[src/xps_pkg.sv]
package xps_pkg;
    // ****************************************
    // geometry
    // ****************************************
    localparam int N_OUT      = 8;
    localparam int N_IN       = 16;
    localparam int SEL_W      = 4;
    localparam int ADDR_W     = 3;
    localparam int SLOT_W     = 5;
    localparam int SHIFT_LEN  = 80;
    localparam int USED_W     = N_OUT * SLOT_W;
    localparam int ROUTE_W    = N_OUT * N_IN;
    // ****************************************
    // slot field positions (first shifted bit lands highest)
    // ****************************************
    localparam int FLD_EN     = 0;
    localparam int FLD_IN0    = 4;
    // ****************************************
    // reset values and load-mode codes
    // ****************************************
    localparam logic [SHIFT_LEN-1:0] SHIFT_RST = '0;
    localparam logic [USED_W-1:0]    RANK2_RST = '0;
    localparam logic                 MODE_SER  = 1'b0;
    localparam logic                 MODE_PAR  = 1'b1;
endpackage : xps_pkg

[src/xps_dec_if.sv]
`timescale 1ns/1ps
interface xps_dec_if;
    import xps_pkg::*;
    logic [USED_W-1:0]  slots;
    logic [ROUTE_W-1:0] onehot;
    logic [N_OUT-1:0]   en;
    modport dec (input slots, output onehot, output en);
    modport ctl (output slots, input onehot, input en);
endinterface : xps_dec_if

[src/xps_decode.sv]
`timescale 1ns/1ps
module xps_decode
    import xps_pkg::*;
(
    xps_dec_if.dec dif
);
    // ****************************************
    // per-output one-of-sixteen decode
    // ****************************************
    genvar k;
    generate
        for (k = 0; k < N_OUT; k++) begin : g_out
            logic [SLOT_W-1:0] fld;
            logic [SEL_W-1:0]  sel;
            assign fld = dif.slots[k*SLOT_W +: SLOT_W];
            assign sel = {fld[FLD_IN0-3], fld[FLD_IN0-2], fld[FLD_IN0-1], fld[FLD_IN0]};
            assign dif.en[k] = fld[FLD_EN];
            // one path or none per output
            assign dif.onehot[k*N_IN +: N_IN] = fld[FLD_EN] ? (N_IN'(1) << sel) : '0;
        end
    endgenerate
endmodule : xps_decode

[src/xps_ctrl.sv]
`timescale 1ns/1ps
// Operation
// - eight outputs, each routable from any of sixteen inputs
// - each output enables exactly one input path or none
// - three output-select lines give output number, line 0 is LSB
// - four input-select lines give input number, LSB first
// - enable bit low disables output, no input routed
// - loading writes only first rank; routing waits for transfer
// - one global second rank updates all outputs together
// - shifted-out bits appear on serial output for daisy chain
// - active-low output-disable pin forces all outputs off
// - serial: falling clock shifts one bit; bit exits after 80 clocks
// - parallel: falling clock writes five data lines into addressed slot
// - transfer strobe low makes second rank follow shift register
// - chip select high ignores clock, data, strobe; state unchanged
module xps_ctrl
    import xps_pkg::*;
(
    input  wire logic                I_CLK,
    input  wire logic                I_RESET,
    input  wire logic                I_CHIP_SEL_N,
    input  wire logic                I_XFER_N,
    input  wire logic                I_SCLK,
    input  wire logic                I_SER_DATA,
    input  wire logic                I_LOAD_MODE_SEL,
    input  wire logic [ADDR_W-1:0]   I_OUT_SEL,
    input  wire logic [SEL_W-1:0]    I_IN_SEL,
    input  wire logic                I_OUTPUT_ENABLE_BIT,
    input  wire logic                I_OUT_DIS_N,
    output logic                     O_SER_DATA,
    output logic [ROUTE_W-1:0]       O_ROUTE,
    output logic [N_OUT-1:0]         O_OUT_EN
);
    // ****************************************
    // state
    // ****************************************
    typedef struct packed {
        logic [SHIFT_LEN-1:0] shift;
        logic [USED_W-1:0]    rank2;
        logic                 sclk_prev;
        logic                 sdo;
        logic [ROUTE_W-1:0]   route;
        logic [N_OUT-1:0]     en;
    } xps_state_t;

    xps_state_t st_reg;
    xps_state_t st_next;
    xps_dec_if  dif ();
    logic       fall;
    logic       sel_ok;
    logic [SLOT_W-1:0] pslot;

    xps_decode u_dec (
        .dif (dif)
    );

    assign dif.slots = st_reg.rank2;
    assign fall      = st_reg.sclk_prev & ~I_SCLK;
    assign sel_ok    = ~I_CHIP_SEL_N;
    assign pslot     = {I_IN_SEL[0], I_IN_SEL[1], I_IN_SEL[2], I_IN_SEL[3], I_OUTPUT_ENABLE_BIT};

    // ****************************************
    // next state
    // ****************************************
    always_comb begin
        st_next = st_reg;
        st_next.sclk_prev = I_SCLK;
        if (sel_ok && I_XFER_N && fall) begin
            if (I_LOAD_MODE_SEL == MODE_SER) begin
                st_next.shift = {st_reg.shift[SHIFT_LEN-2:0], I_SER_DATA};
            end else begin
                for (int k = 0; k < N_OUT; k++) begin
                    if (I_OUT_SEL == ADDR_W'(k)) begin
                        st_next.shift[k*SLOT_W +: SLOT_W] = pslot;
                    end
                end
            end
        end
        if (sel_ok && !I_XFER_N) begin
            st_next.rank2 = st_next.shift[USED_W-1:0];
        end
        st_next.sdo   = st_next.shift[SHIFT_LEN-1];
        st_next.route = I_OUT_DIS_N ? dif.onehot : '0;
        st_next.en    = I_OUT_DIS_N ? dif.en : '0;
    end

    always_ff @(posedge I_CLK) begin
        if (I_RESET) begin
            st_reg <= '{shift: SHIFT_RST, rank2: RANK2_RST, sclk_prev: 1'b0, sdo: 1'b0, route: '0, en: '0};
        end else begin
            st_reg <= st_next;
        end
    end

    assign O_SER_DATA = st_reg.sdo;
    assign O_ROUTE    = st_reg.route;
    assign O_OUT_EN   = st_reg.en;

    // ****************************************
    // per-output checks
    // ****************************************
    genvar g;
    generate
        for (g = 0; g < N_OUT; g++) begin : g_chk

        end
    endgenerate
endmodule : xps_ctrl

[config.mk]
export PLATFORM = sky130hd
export DESIGN_NAME = xps_ctrl
export DESIGN_NICKNAME = d
export VERILOG_FILES = /design/src/xps_pkg.sv /design/src/xps_dec_if.sv /design/src/xps_decode.sv /design/src/xps_ctrl.sv
export SDC_FILE = /design/constraint.sdc
export NUM_CORES = 1
export LEC_CHECK = 0
export ABC_CLOCK_PERIOD_IN_PS = 2500
export BUFFER_PORTS_ARGS = -buffer_cell sky130_fd_sc_hd__buf_2
export CAP_MARGIN = 10
export CORE_MARGIN = 4
export CORE_UTILIZATION = 55
export CTS_CLUSTER_SIZE = 10
export DETAILED_ROUTE_END_ITERATION = 10
export PLACE_DENSITY = 0.81
export SLEW_MARGIN = 20
export SYNTH_ARGS = -nofsm -noshare
export SYNTH_HDL_FRONTEND = slang
export SYNTH_SLANG_ARGS = --single-unit
[constraint.sdc]
create_clock -name I_CLK -period 2.5 [get_ports I_CLK]
set_input_delay 0.5 -clock I_CLK [delete_from_list [all_inputs] [get_ports I_CLK]]
set_output_delay 0.5 -clock I_CLK [all_outputs]
set_load 0.02 [all_outputs]
=== After elaboration in Yosys (flattened, before gate mapping) ===
Cells that the tools add are included.
W data, S select, Z words.

* Flip-flop bits (word level): 258
* Output and inout port bits: 137
* Input bits: 16

* Shift operators: 8
* Reduce and logical (&&, ||, !) cells: 15
* Muxes and demuxes: 11
* Bitwise gates (word level): 13
* Equal/unequal tests: 7

{| class="wikitable"
|+ Operators with widths
! cell !! count
|-
| $shl A1 B4 Y16 const A || 8
|-
| $mux W40 || 2
|-
| $mux W80 || 1
|-
| $mux W5 || 8
|-
| $reduce_or A3 Y1 || 8
|-
| $eq A3 B3 Y1 const B || 4
|-
| $not A1 Y1 || 12
|-
| $eq A3 B2 Y1 const B || 2
|-
| $eq A3 B1 Y1 const B || 1
|-
| $logic_and A1 B1 Y1 || 3
|-
| $logic_not A3 Y1 || 1
|-
| $reduce_and A2 Y1 || 1
|-
| $reduce_or A2 Y1 || 1
|-
| $and A1 B1 Y1 || 1
|-
| $logic_not A1 Y1 || 1
|}

=== Logic depth before layout (Yosys ltp) ===
Gate-level depths: netlist of the first run.

* Word-level depth: 4
* Depth in mapped cells: 6
* Depth with buffers taken out: 3

=== By module ===
A second synthesis of the first run with hierarchy kept.

* Cell total of the unflattened synthesis: 1128
* Area total of the unflattened synthesis: 10052.1 um2

{| class="wikitable"
|+ Modules (own cells, without submodules)
! module !! cells each !! area an instance (um2) !! times used !! sequential area each (um2)
|-
| xps_ctrl || 936 || 9051.2 || 1 || 5144.9
|-
| xps_decode || 192 || 1001.0 || 1 || 0.0
|}

=== Least setup slack after synthesis of the first run ===
No wires, ideal clock.

* Path kind: input to register
* Start: input I_SCLK
* End: register st_reg[191] in the netlist's numbering
* Data required time: 2409 ps
* Stages on the path: 5
* Arrival: 1374 ps
* Buffers on the path: 2
* Path slack: 1035 ps
* Cell sequence: and4bb_1 buf_4 buf_2 nand4_1 a311oi_1

* Longest elaborated chain between the ends: 4

{| class="wikitable"
|+ RTL lines
! item !! line !! RTL
|-
| start: declaration || xps_ctrl.sv:23 || <nowiki>input wire logic I_SCLK,</nowiki>
|-
| $not A1 Y1 || xps_ctrl.sv:58 || <nowiki>assign fall = st_reg.sclk_prev & ~I_SCLK;</nowiki>
|-
| $and A1 B1 Y1 || xps_ctrl.sv:58 ||
|-
| $logic_and A1 B1 Y1 || xps_ctrl.sv:68 || <nowiki>if (sel_ok && I_XFER_N && fall) begin</nowiki>
|-
| $mux W80 || xps_ctrl.sv:68 ||
|-
| end signal: assignment || xps_ctrl.sv:89 || <nowiki>st_reg <= '{shift: SHIFT_RST, rank2: RANK2_RST, sclk_prev: 1'b0, sdo: 1'b0, route: '0, en: '0};</nowiki>
|-
| end signal: assignment || xps_ctrl.sv:91 || <nowiki>st_reg <= st_next;</nowiki>
|-
| end: declaration || xps_ctrl.sv:46 || <nowiki>xps_state_t st_reg;</nowiki>
|}

Every way passes these cells.
A chain may end at the register's enable or synchronous reset.

=== Worst setup path in the final report of the first run ===
* Start: register st_reg[137] in the netlist's numbering
* End: register st_reg[192] in the netlist's numbering

* Longest elaborated chain between the ends: 3

{| class="wikitable"
|+ RTL lines
! item !! line
|-
| $and A1 B1 Y1 || xps_ctrl.sv:58
|-
| $logic_and A1 B1 Y1 || xps_ctrl.sv:68
|-
| $mux W80 || xps_ctrl.sv:68
|}

Every way passes these cells.

==> results of run 1 <==
cell usage in the layout, fill, tap and decap left out, types with 8 or more instances in the layout:
cell type / synthesis / layout
nor2_1: 98 / 97
nand4_1: 28 / 28
dfxtp_1: 257 / 257
nand4b_1: 18 / 18
buf_4: 142 / 11
buf_2: 20 / 151
o21ai_1: 22 / 22
a311oi_1: 26 / 26
nand3_1: 45 / 45
nand2_1: 88 / 88
nand2b_1: 16 / 16
clkbuf_16: 0 / 29
a21oi_1: 80 / 80
nand4bb_1: 9 / 8
a211oi_1: 14 / 14
o21ai_0: 72 / 72
and2_1: 9 / 9
nor3_1: 72 / 72
power by group through the flow:
stage | combinational [mW] | sequential [mW] | clock, mW
finish | 0.235 | 4.13 | 3.50
global route | 0.255 | 4.12 | 3.76
global placement | 0.228 | 4.21 | 0
CTS | 0.231 | 4.12 | 3.59
detailed placement | 0.231 | 4.21 | 0
floorplan | 0.161 | 4.21 | 0
logic make-up (layout without fill, tap and decap cells):
logic type,count (synthesis),in the layout,share of synthesized area
AO/OA/AOI/OAI,214,214,0.122
buffers and inverters,221,198,0.141
flip-flops,257,257,0.521
AND/OR/NAND/NOR,413,413,0.216
layer usage:
| metal | global-route usage | share of wire | vias to the layer above |
|---|---|---|---|
| li1 | - | - | 3631 |
| met2 | 0.317 | 0.48 | 247 |
| met4 | 0.0586 | 0.016 | 0 |
| met3 | 0.0333 | 0.073 | 30 |
| met5 | 0 | 0 | - |
| met1 | 0.253 | 0.43 | 3450 |
worst paths after layout:
kind | from | depth (start not counted) | to | slack [ps]
max reg2reg | st_reg[137]$_SDFF_PP0_ | 3 | st_reg[192]$_SDFF_PP0_ | 680
max | st_reg[137]$_SDFF_PP0_ | 3 | st_reg[192]$_SDFF_PP0_ | 680
min reg2reg | st_reg[234]$_SDFFE_PP0P_ | 2 | st_reg[235]$_SDFFE_PP0P_ | 460
min | I_SCLK | 2 | st_reg[137]$_SDFF_PP0_ | 200
layout make-up:
type                    count  area (sq um)
repair buffers            166           918
flip-flops and latches    257          5140
well taps                 225           282
inverters                   1          3.75
fillers                  1518          6970
clock inverters             2          25.0
clock buffers              29           726
multi-input cells         627          3350
worst register-to-register path: stages (launching register included):
cell and delay (ps):
dfxtp_1 360, and4bb_2 510, nand2_2 430, a311oi_1 410
==> out/metrics.yaml, run 1 <==
grt_usage: 0.190
clk_latency_ps: 540
path_max_fanout: 26
cts-resized-gates: 0
p_comb_frac: 0.030
path_buf_inv: 0
cts.htree.levels: 1
synth_most_common_cell: "dfxtp_1"
p_sw_mw: 1.66
grt_overflow: 0
power_mw: 7.86
hold_path.class: "primary input to flip-flop"
dr.pass1.iters: 5
dp_cells: 1276
postPlaceCellArea_sq_mm: 0.00970
whs_ps: 203
hpwl_mm: 12.7
finalSetupTns_ps: 0
fin_util: 0.600
max_freq_mhz: 548
core_sq_mm: 0.0174
grt_pass1_wl_mm: 32.8
period_share: 0.729
cp_data_required_time_ps: 2930
worstPathArrival_ps: 2250
drc: 0
postCtsHoldBufs: 0
pin_count: 153
largest_reg_flops: 128
finalInstanceArea_sq_mm: 0.0105
clkPwrFrac: 0.446
fin_nets: 1098
synth_cell_types: 32
hold_viol_final: 0
dieArea_sq_mm: 0.0201
path_clk_slew_ps: 50
layout_setup_ws_ps: 676
gp_congestion: 0.750
numPortBuffers: 152
cap_violations: 0
async_flop_share: 0
leakagePower_nw: 3.91
synth_ff_type: "dfxtp_1"
vias: 7358
slew_headroom: 0.497
final-setup-viol-count: 0
netlist_top_cells_count: "257 x dfxtp_1, 142 x buf_4, 98 x nor2_1, 88 x nand2_1, 80 x a21oi_1"
drtIter0Drc: 568
p_int_mw: 6.21
synth.yosys.seq_area_share: 0.521
worst_pin_slew_ps: 755
cts_root_buffer: "clkbuf_16"
cts_buffer_depth: 3
switching_share: 0.210
antenna_found_initial: 0
row_count: 48
area_delta_synth_final_pct: 5.94
path_cells: "and4bb_2, nand2_2, a311oi_1"
start_util: 0.566
preCtsSetupSlack_ps: 377
peakVddDrop_mv: 0.550
slowest_stage: "and4bb_2"
start_kind: "flip-flop"
slowest_delay_ps: 510
fin_cells: 1307
wl_per_cell_um: 15.1
routed_wl_mm: 19.8
synth.area.top_cells: "dfxtp_1 52%, buf_4 11%, a21oi_1 4.1%"
syn_nets: 1121
grt_max_degree: 122
slew_viol_final: 0
synth_top_area_share: 0.521
finClkSkew_ps: 16.5
synth_top_area_cell: "dfxtp_1"
synth_edf_count: 0
drive_gt1_frac: 0.189
rsz0062_at_grt: "false"
fp.dieW_um: 142
syn_inst: 1105
fin_crit_ps: 1820
cts_tree: "done"
ant_nets: 0
worstSetupEndpointType: "flip-flop"
cts.sinks: 257
critPathTopFamily: "simple AND/OR/NAND/NOR gates"
viasPerCell: 5.63
cts_inserted_buffers: 29
antenna_cells: 0
avgSynthCellArea_sq_um: 8.93
die_h_um: 142
p_seq_frac: 0.525
power.density_mw_per_mm2: 752
yosys_warnings: 0
synth_area_sq_mm: 0.00987
synth-seq-cells: 257
outcome: "finished, final reports clean"
post-cts-setup-buffers: 0
worstSetupPathType: "flip-flop to flip-flop"
grt_pass1_vias: 6863
(Power assumes the default switching activity.)
==> run 2, diff against run 1 <==
ABC_AREA = 1   (was default)
ABC_CLOCK_PERIOD_IN_PS = 1860   (was 2500)
PLACE_DENSITY = 0.8   (was 0.81)
clock period = 1.86 ns   (was 2.5 ns; I/O delays follow)
==> out/metrics.yaml, run 2 <==
max_freq_mhz: 706
finClkSkew_ps: 6.98  # -9.49 ps
peakVddDrop_mv: 0.699  # +27%
fin_cells: 1528  # +17%
ant_nets: 0  # unchanged
gp_congestion: 0.806  # +7.5%
pin_count: 153  # unchanged
power.density_mw_per_mm2: 988  # +31%
final_cell_mix: "257 x dfxtp_1, 252 x nor2_1, 151 x buf_2, 150 x nand3_1, 129 x nand2_1"
drtIter0Drc: 641  # +13%
hpwl_mm: 13.1  # +3.0%
reg2reg_slack_ps: 560  # -120 ps
rr_endpoint: "st_reg[210]$_SDFF_PP0_"
cts_buffer_depth: 3  # unchanged
dr.pass1.iters: 5  # unchanged
dp_cells: 1494  # +17%
slew_viol_final: 0  # unchanged
final-setup-viol-count: 0  # unchanged
path_buf_inv: 1  # +1
fin_crit_ps: 1420
whs_endpoint: "st_reg[137]$_SDFF_PP0_"
critPathTopFamily: "flip-flops"
synth_most_common_cell: "dfxtp_1"
cts_inserted_buffers: 29  # unchanged
syn_inst: 1304  # +18%
cap_violations: 0  # unchanged
area_delta_synth_final_pct: 5.63
hp-start: "I_SCLK"
worstPathArrival_ps: 1050  # -1200 ps
cts_root_buffer: "clkbuf_16"
fin_nets: 1312  # +19%
synth_top_area_cell: "dfxtp_1"
hold_path.class: "primary input to flip-flop"
worst_pin_slew_ps: 564  # -191 ps
postCtsHoldBufs: 0  # unchanged
synth-seq-cells: 257  # unchanged
avgSynthCellArea_sq_um: 7.96  # -11%
start_kind: "flip-flop"
core_sq_mm: 0.0183  # +4.9%
routed_wl_mm: 20.7  # +4.6%
leakagePower_nw: 4.42  # +13%
synth.area.top_cells: "dfxtp_1 50%, buf_4 10%, nor2_1 9.1%"
yosys_warnings: 0  # unchanged
power_mw: 10.8  # +38%
r2r_cells: 6  # +3
drc: 0  # unchanged
mostFrequentLayoutCell: "dfxtp_1"
dieArea_sq_mm: 0.0211  # +4.9%
synth_area_sq_mm: 0.0104  # +5.3%
synth_ff_type: "dfxtp_1"
grt_max_degree: 122  # unchanged
outcome: "finished, final reports clean"
cts-resized-gates: 0  # unchanged
post-cts-setup-buffers: 0  # unchanged
start_util: 0.568  # +0.00190
synth_cell_types: 20  # -38%
whs_ps: 79.0  # -124 ps
path_cells: "buf_2"
worstSetupEndpointType: "primary output"
syn_nets: 1320  # +18%
grt_usage: 0.187  # -0.00314
grt_pass1_vias: 7174  # +4.5%
postPlaceCellArea_sq_mm: 0.0102  # +5.4%
netlist_top_cells_count: "257 x dfxtp_1, 252 x nor2_1, 150 x nand3_1, 143 x buf_4, 129 x nand2_1"
synth_top_area_share: 0.495  # -0.0260
grt_pass1_wl_mm: 34.3  # +4.8%
slowest_stage: "dfxtp_1"
hold_viol_final: 0  # unchanged
slowest_delay_ps: 350  # -160 ps
cts_tree: "done"
die_h_um: 145  # +2.4%
row_count: 49  # +2.1%
viasPerCell: 5.18  # -8.0%
vias: 7914  # +7.6%
cp_data_required_time_ps: 1490  # -1440 ps
largest_reg_flops: 128  # unchanged
numPortBuffers: 152  # unchanged
preCtsSetupSlack_ps: 261  # -115 ps
cts.htree.levels: 1  # unchanged
path_clk_slew_ps: 50  # about the same
slew_headroom: 0.624  # +0.127
antenna_found_initial: 3  # +3
drive_gt1_frac: 0.175  # -0.0137
hold_path_depth: 3  # +1
worstSetupPathType: "flip-flop to primary output"
path_max_fanout: 1  # -96%
clk_latency_ps: 520  # -20 ps
period_share: 0.762
synth.yosys.seq_area_share: 0.495  # -0.0260
async_flop_share: 0  # unchanged
fp.dieW_um: 145  # +2.4%
grt_overflow: 0  # unchanged
layout_setup_ws_ps: 443  # -234 ps
fin_util: 0.600  # about the same
r2r_start: "st_reg[137]$_SDFF_PP0_"
finalInstanceArea_sq_mm: 0.0110  # +4.9%
synth_edf_count: 0  # unchanged
cts.sinks: 257  # unchanged
rsz0062_at_grt: "false"
wl_per_cell_um: 13.5  # -10%
finalSetupTns_ps: 0  # unchanged
-- run 2: cell count changes in the layout (fill, tap and decap cells not counted), moves of 16 or more --
| cell | delta |
|---|---|
| inv_1 | +91 |
| nand3_1 | +105 |
| nand2b_1 | -16 |
| o21ai_0 | -72 |
| nor2_1 | +155 |
| o21ai_1 | -22 |
| nor3_1 | -32 |
| nand2_1 | +41 |
| a311oi_1 | -26 |
| nand4b_1 | -18 |
-- run 2: per-layer routing --
| layer | track usage | wire (um) |
|---|---|---|
| met1 | 0.244 | 9220 |
| met2 | 0.318 | 9880 |
| met3 | 0.0364 | 1110 |
| met4 | 0.0503 | 444 |
| met5 | 0 | 28 |
-- run 2: final cells by class --
class	count	area, sq um
Sequential cell	257	5140
Tap cell	229	287
Inverter	95	357
Fill cell	1610	7300
Clock buffer	32	737
Multi-Input combinational cell	743	3470
Clock inverter	1	8.76
Timing Repair Buffer	170	961
Antenna cell	1	2.50
-- run 2: how the worst max path moves through the flow --
stage                      startpoint                      to  cells past startpoint
3_5_place_dp             I_OUT_SEL[2]  st_reg[195]$_SDFF_PP0_                      7
2_1_floorplan            I_CHIP_SEL_N  st_reg[194]$_SDFF_PP0_                      9
5_1_grt        O_ROUTE[83]$_SDFF_PP0_             O_ROUTE[83]                      1
3_3_place_gp             I_OUT_SEL[2]  st_reg[196]$_SDFF_PP0_                      7
4_1_cts        O_ROUTE[83]$_SDFF_PP0_             O_ROUTE[83]                      1
6_report       O_ROUTE[83]$_SDFF_PP0_             O_ROUTE[83]                      1
-- run 2: cell families (layout without fill, tap and decap cells) --
group | count (synthesis) | count (layout) | synth area share
and+or+nand+nor | 623 | 623 | 0.261
DFF | 257 | 257 | 0.495
buffers and inverters | 304 | 298 | 0.171
other | 0 | 1 | 0
AOI/OAI and AO/OA | 120 | 120 | 0.0728
-- run 2: power by group --
part           switching, mW  internal, mW  total [mW]
combinational          0.375         0.147       0.522
clock                   1.95          2.75        4.69
sequential            0.0463          5.57        5.62
==> run 3, diff against run 2 <==
ABC_CLOCK_PERIOD_IN_PS = 1300   (was 1860)
CORE_UTILIZATION = 51   (was 55)
PLACE_DENSITY = 0.78   (was 0.8)
clock period = 1.3 ns   (was 1.86 ns; I/O delays follow)
==> out/metrics.yaml, run 3 (same netlist as run 2, synthesis figures left out) <==
grt_overflow: 0  # unchanged
hold_path.class: "primary input to flip-flop"
fin_util: 0.571  # -0.0297
power_mw: 15.5  # +43%
period_share: 0.968
fin_nets: 1324  # +0.91%
worstSetupEndpointType: "primary output"
slew_viol_final: 0  # unchanged
area_delta_synth_final_pct: 8.36
fp.dieW_um: 151  # +3.6%
cts_inserted_buffers: 29  # unchanged
r2r_start: "st_reg[137]$_SDFF_PP0_"
row_count: 51  # +4.1%
path_max_fanout: 1  # unchanged
cts_tree: "done"
ant_nets: 0  # unchanged
wl_per_cell_um: 13.4  # -0.74%
postPlaceCellArea_sq_mm: 0.0104  # +1.5%
hpwl_mm: 13.9  # +5.6%
p_sw_mw: 3.39  # +43%
largest_reg_flops: 128  # unchanged
p_seq_frac: 0.517  # -0.002
rsz0062_at_grt: "true"
vias: 7980  # +0.83%
viasPerCell: 5.05  # -2.4%
dieArea_sq_mm: 0.0227  # +7.4%
cp_data_required_time_ps: 1040  # -450 ps
outcome: "finished, final reports clean"
drtIter0Drc: 622  # -3.0%
crit_start: "O_ROUTE[43]$_SDFF_PP0_"
max_freq_mhz: 795
clk_latency_ps: 530  # about the same
grt_max_degree: 122  # unchanged
grt_pass1_wl_mm: 34.5  # +0.36%
worst_pin_slew_ps: 573  # +9.04 ps
dr.pass1.iters: 5  # unchanged
final-setup-viol-count: 0  # unchanged
routed_wl_mm: 21.2  # +2.6%
mostFrequentLayoutCell: "dfxtp_1"
cts_buffer_depth: 3  # unchanged
finalSetupTns_ps: 0  # unchanged
pin_count: 153  # unchanged
r2r_cells: 7  # +1
grt_pass1_vias: 7424  # +3.5%
hold_path_depth: 4  # +1
cap_violations: 0  # unchanged
switching_share: 0.218  # -0.000503
critPathTopFamily: "flip-flops"
p_comb_frac: 0.051  # +0.003
finalInstanceArea_sq_mm: 0.0113  # +2.6%
clkPwrFrac: 0.431  # -0.002
p_int_mw: 12.2  # +44%
slew_headroom: 0.618  # -0.00603
fin_crit_ps: 1260
slowest_delay_ps: 320  # -30 ps
path_buf_inv: 1  # unchanged
path_clk_slew_ps: 50  # about the same
hold_viol_final: 0  # unchanged
drc: 0  # unchanged
cts.sinks: 257  # unchanged
antenna_found_initial: 5  # +2
worstSetupPathType: "flip-flop to primary output"
grt_usage: 0.180  # -0.00677
core_sq_mm: 0.0197  # +7.9%
hp-start: "I_SCLK"
postCtsHoldBufs: 0  # unchanged
finClkSkew_ps: 6.27  # -0.705 ps
drive_gt1_frac: 0.182  # +0.00756
final_cell_mix: "257 x dfxtp_1, 252 x nor2_1, 150 x nand3_1, 136 x buf_2, 129 x nand2_1"
critical_path_depth: 1  # unchanged
gp_congestion: 0.846  # +4.9%
worstPathArrival_ps: 1000  # -50 ps
peakVddDrop_mv: 0.962  # +38%
die_h_um: 151  # +3.6%
cts.htree.levels: 1  # unchanged
cts_root_buffer: "clkbuf_16"
numPortBuffers: 152  # unchanged
whs_ps: 96.4  # +17.4 ps
leakagePower_nw: 4.51  # +2.0%
start_util: 0.527  # -0.0417
slowest_stage: "dfxtp_1"
power.density_mw_per_mm2: 1380  # +40%
start_kind: "flip-flop"
path_cells: "buf_2"
-- run 3: layer usage --
layer	wire, um	part of all wire	global-route usage	vias up
met1	9270	0.44	0.233	3655
met2	10300	0.48	0.304	211
met4	387	0.018	0.0526	2
met3	1270	0.060	0.0367	29
met5	13	0.00061	0	-
li1	-	-	-	4083
-- run 3: final cells by class --
type                       count  area (sq um)
antenna                        4          10.0
sequential                   257          5140
inverter                      95           357
timing repair buffer         182          1190
tap                          265           332
clock buffer                  32           737
multi-input combinational    743          3470
fill                        1738          8470
clock inverter                 1          8.76
-- run 3: power by group through the flow --
stage / clock (mW) / sequential, mW / combinational, mW
5_1_grt: 7.20 / 8.05 / 0.883
3_3_place_gp: 0 / 8.20 / 0.767
4_1_cts: 6.88 / 8.04 / 0.780
6_report: 6.70 / 8.04 / 0.796
2_1_floorplan: 0 / 8.19 / 0.583
3_5_place_dp: 0 / 8.21 / 0.775
-- run 3: path summary, 6_finish.rpt --
path | slack, ps | to
max | 40 | O_ROUTE[43]
min | 100 | st_reg[137]$_SDFF_PP0_
max reg2reg | 60 | st_reg[191]$_SDFF_PP0_
min reg2reg | 460 | st_reg[253]$_SDFFE_PP0P_
-- run 3: timing repair --
| action | 4_1_cts | 5_1_grt |
|---|---|---|
| buffers inserted | 0 | 1 |
| pin swaps | 0 | 3 |
| endpoints found under the hold margin | 0 | 0 |
| endpoints found under the setup margin | 1 | 49 |
| cloned | 0 | 2 |
| gates resized for setup | 1 | 19 |
-- run 3: metrics by stage --
stage,setup WS (ps),cells
2_1_floorplan,104,1304
3_3_place_gp,-30.3,1539
6_report,41.5,1579
5_1_grt,-24.3,1579
4_1_cts,2.18,1572
3_5_place_dp,-67.0,1539
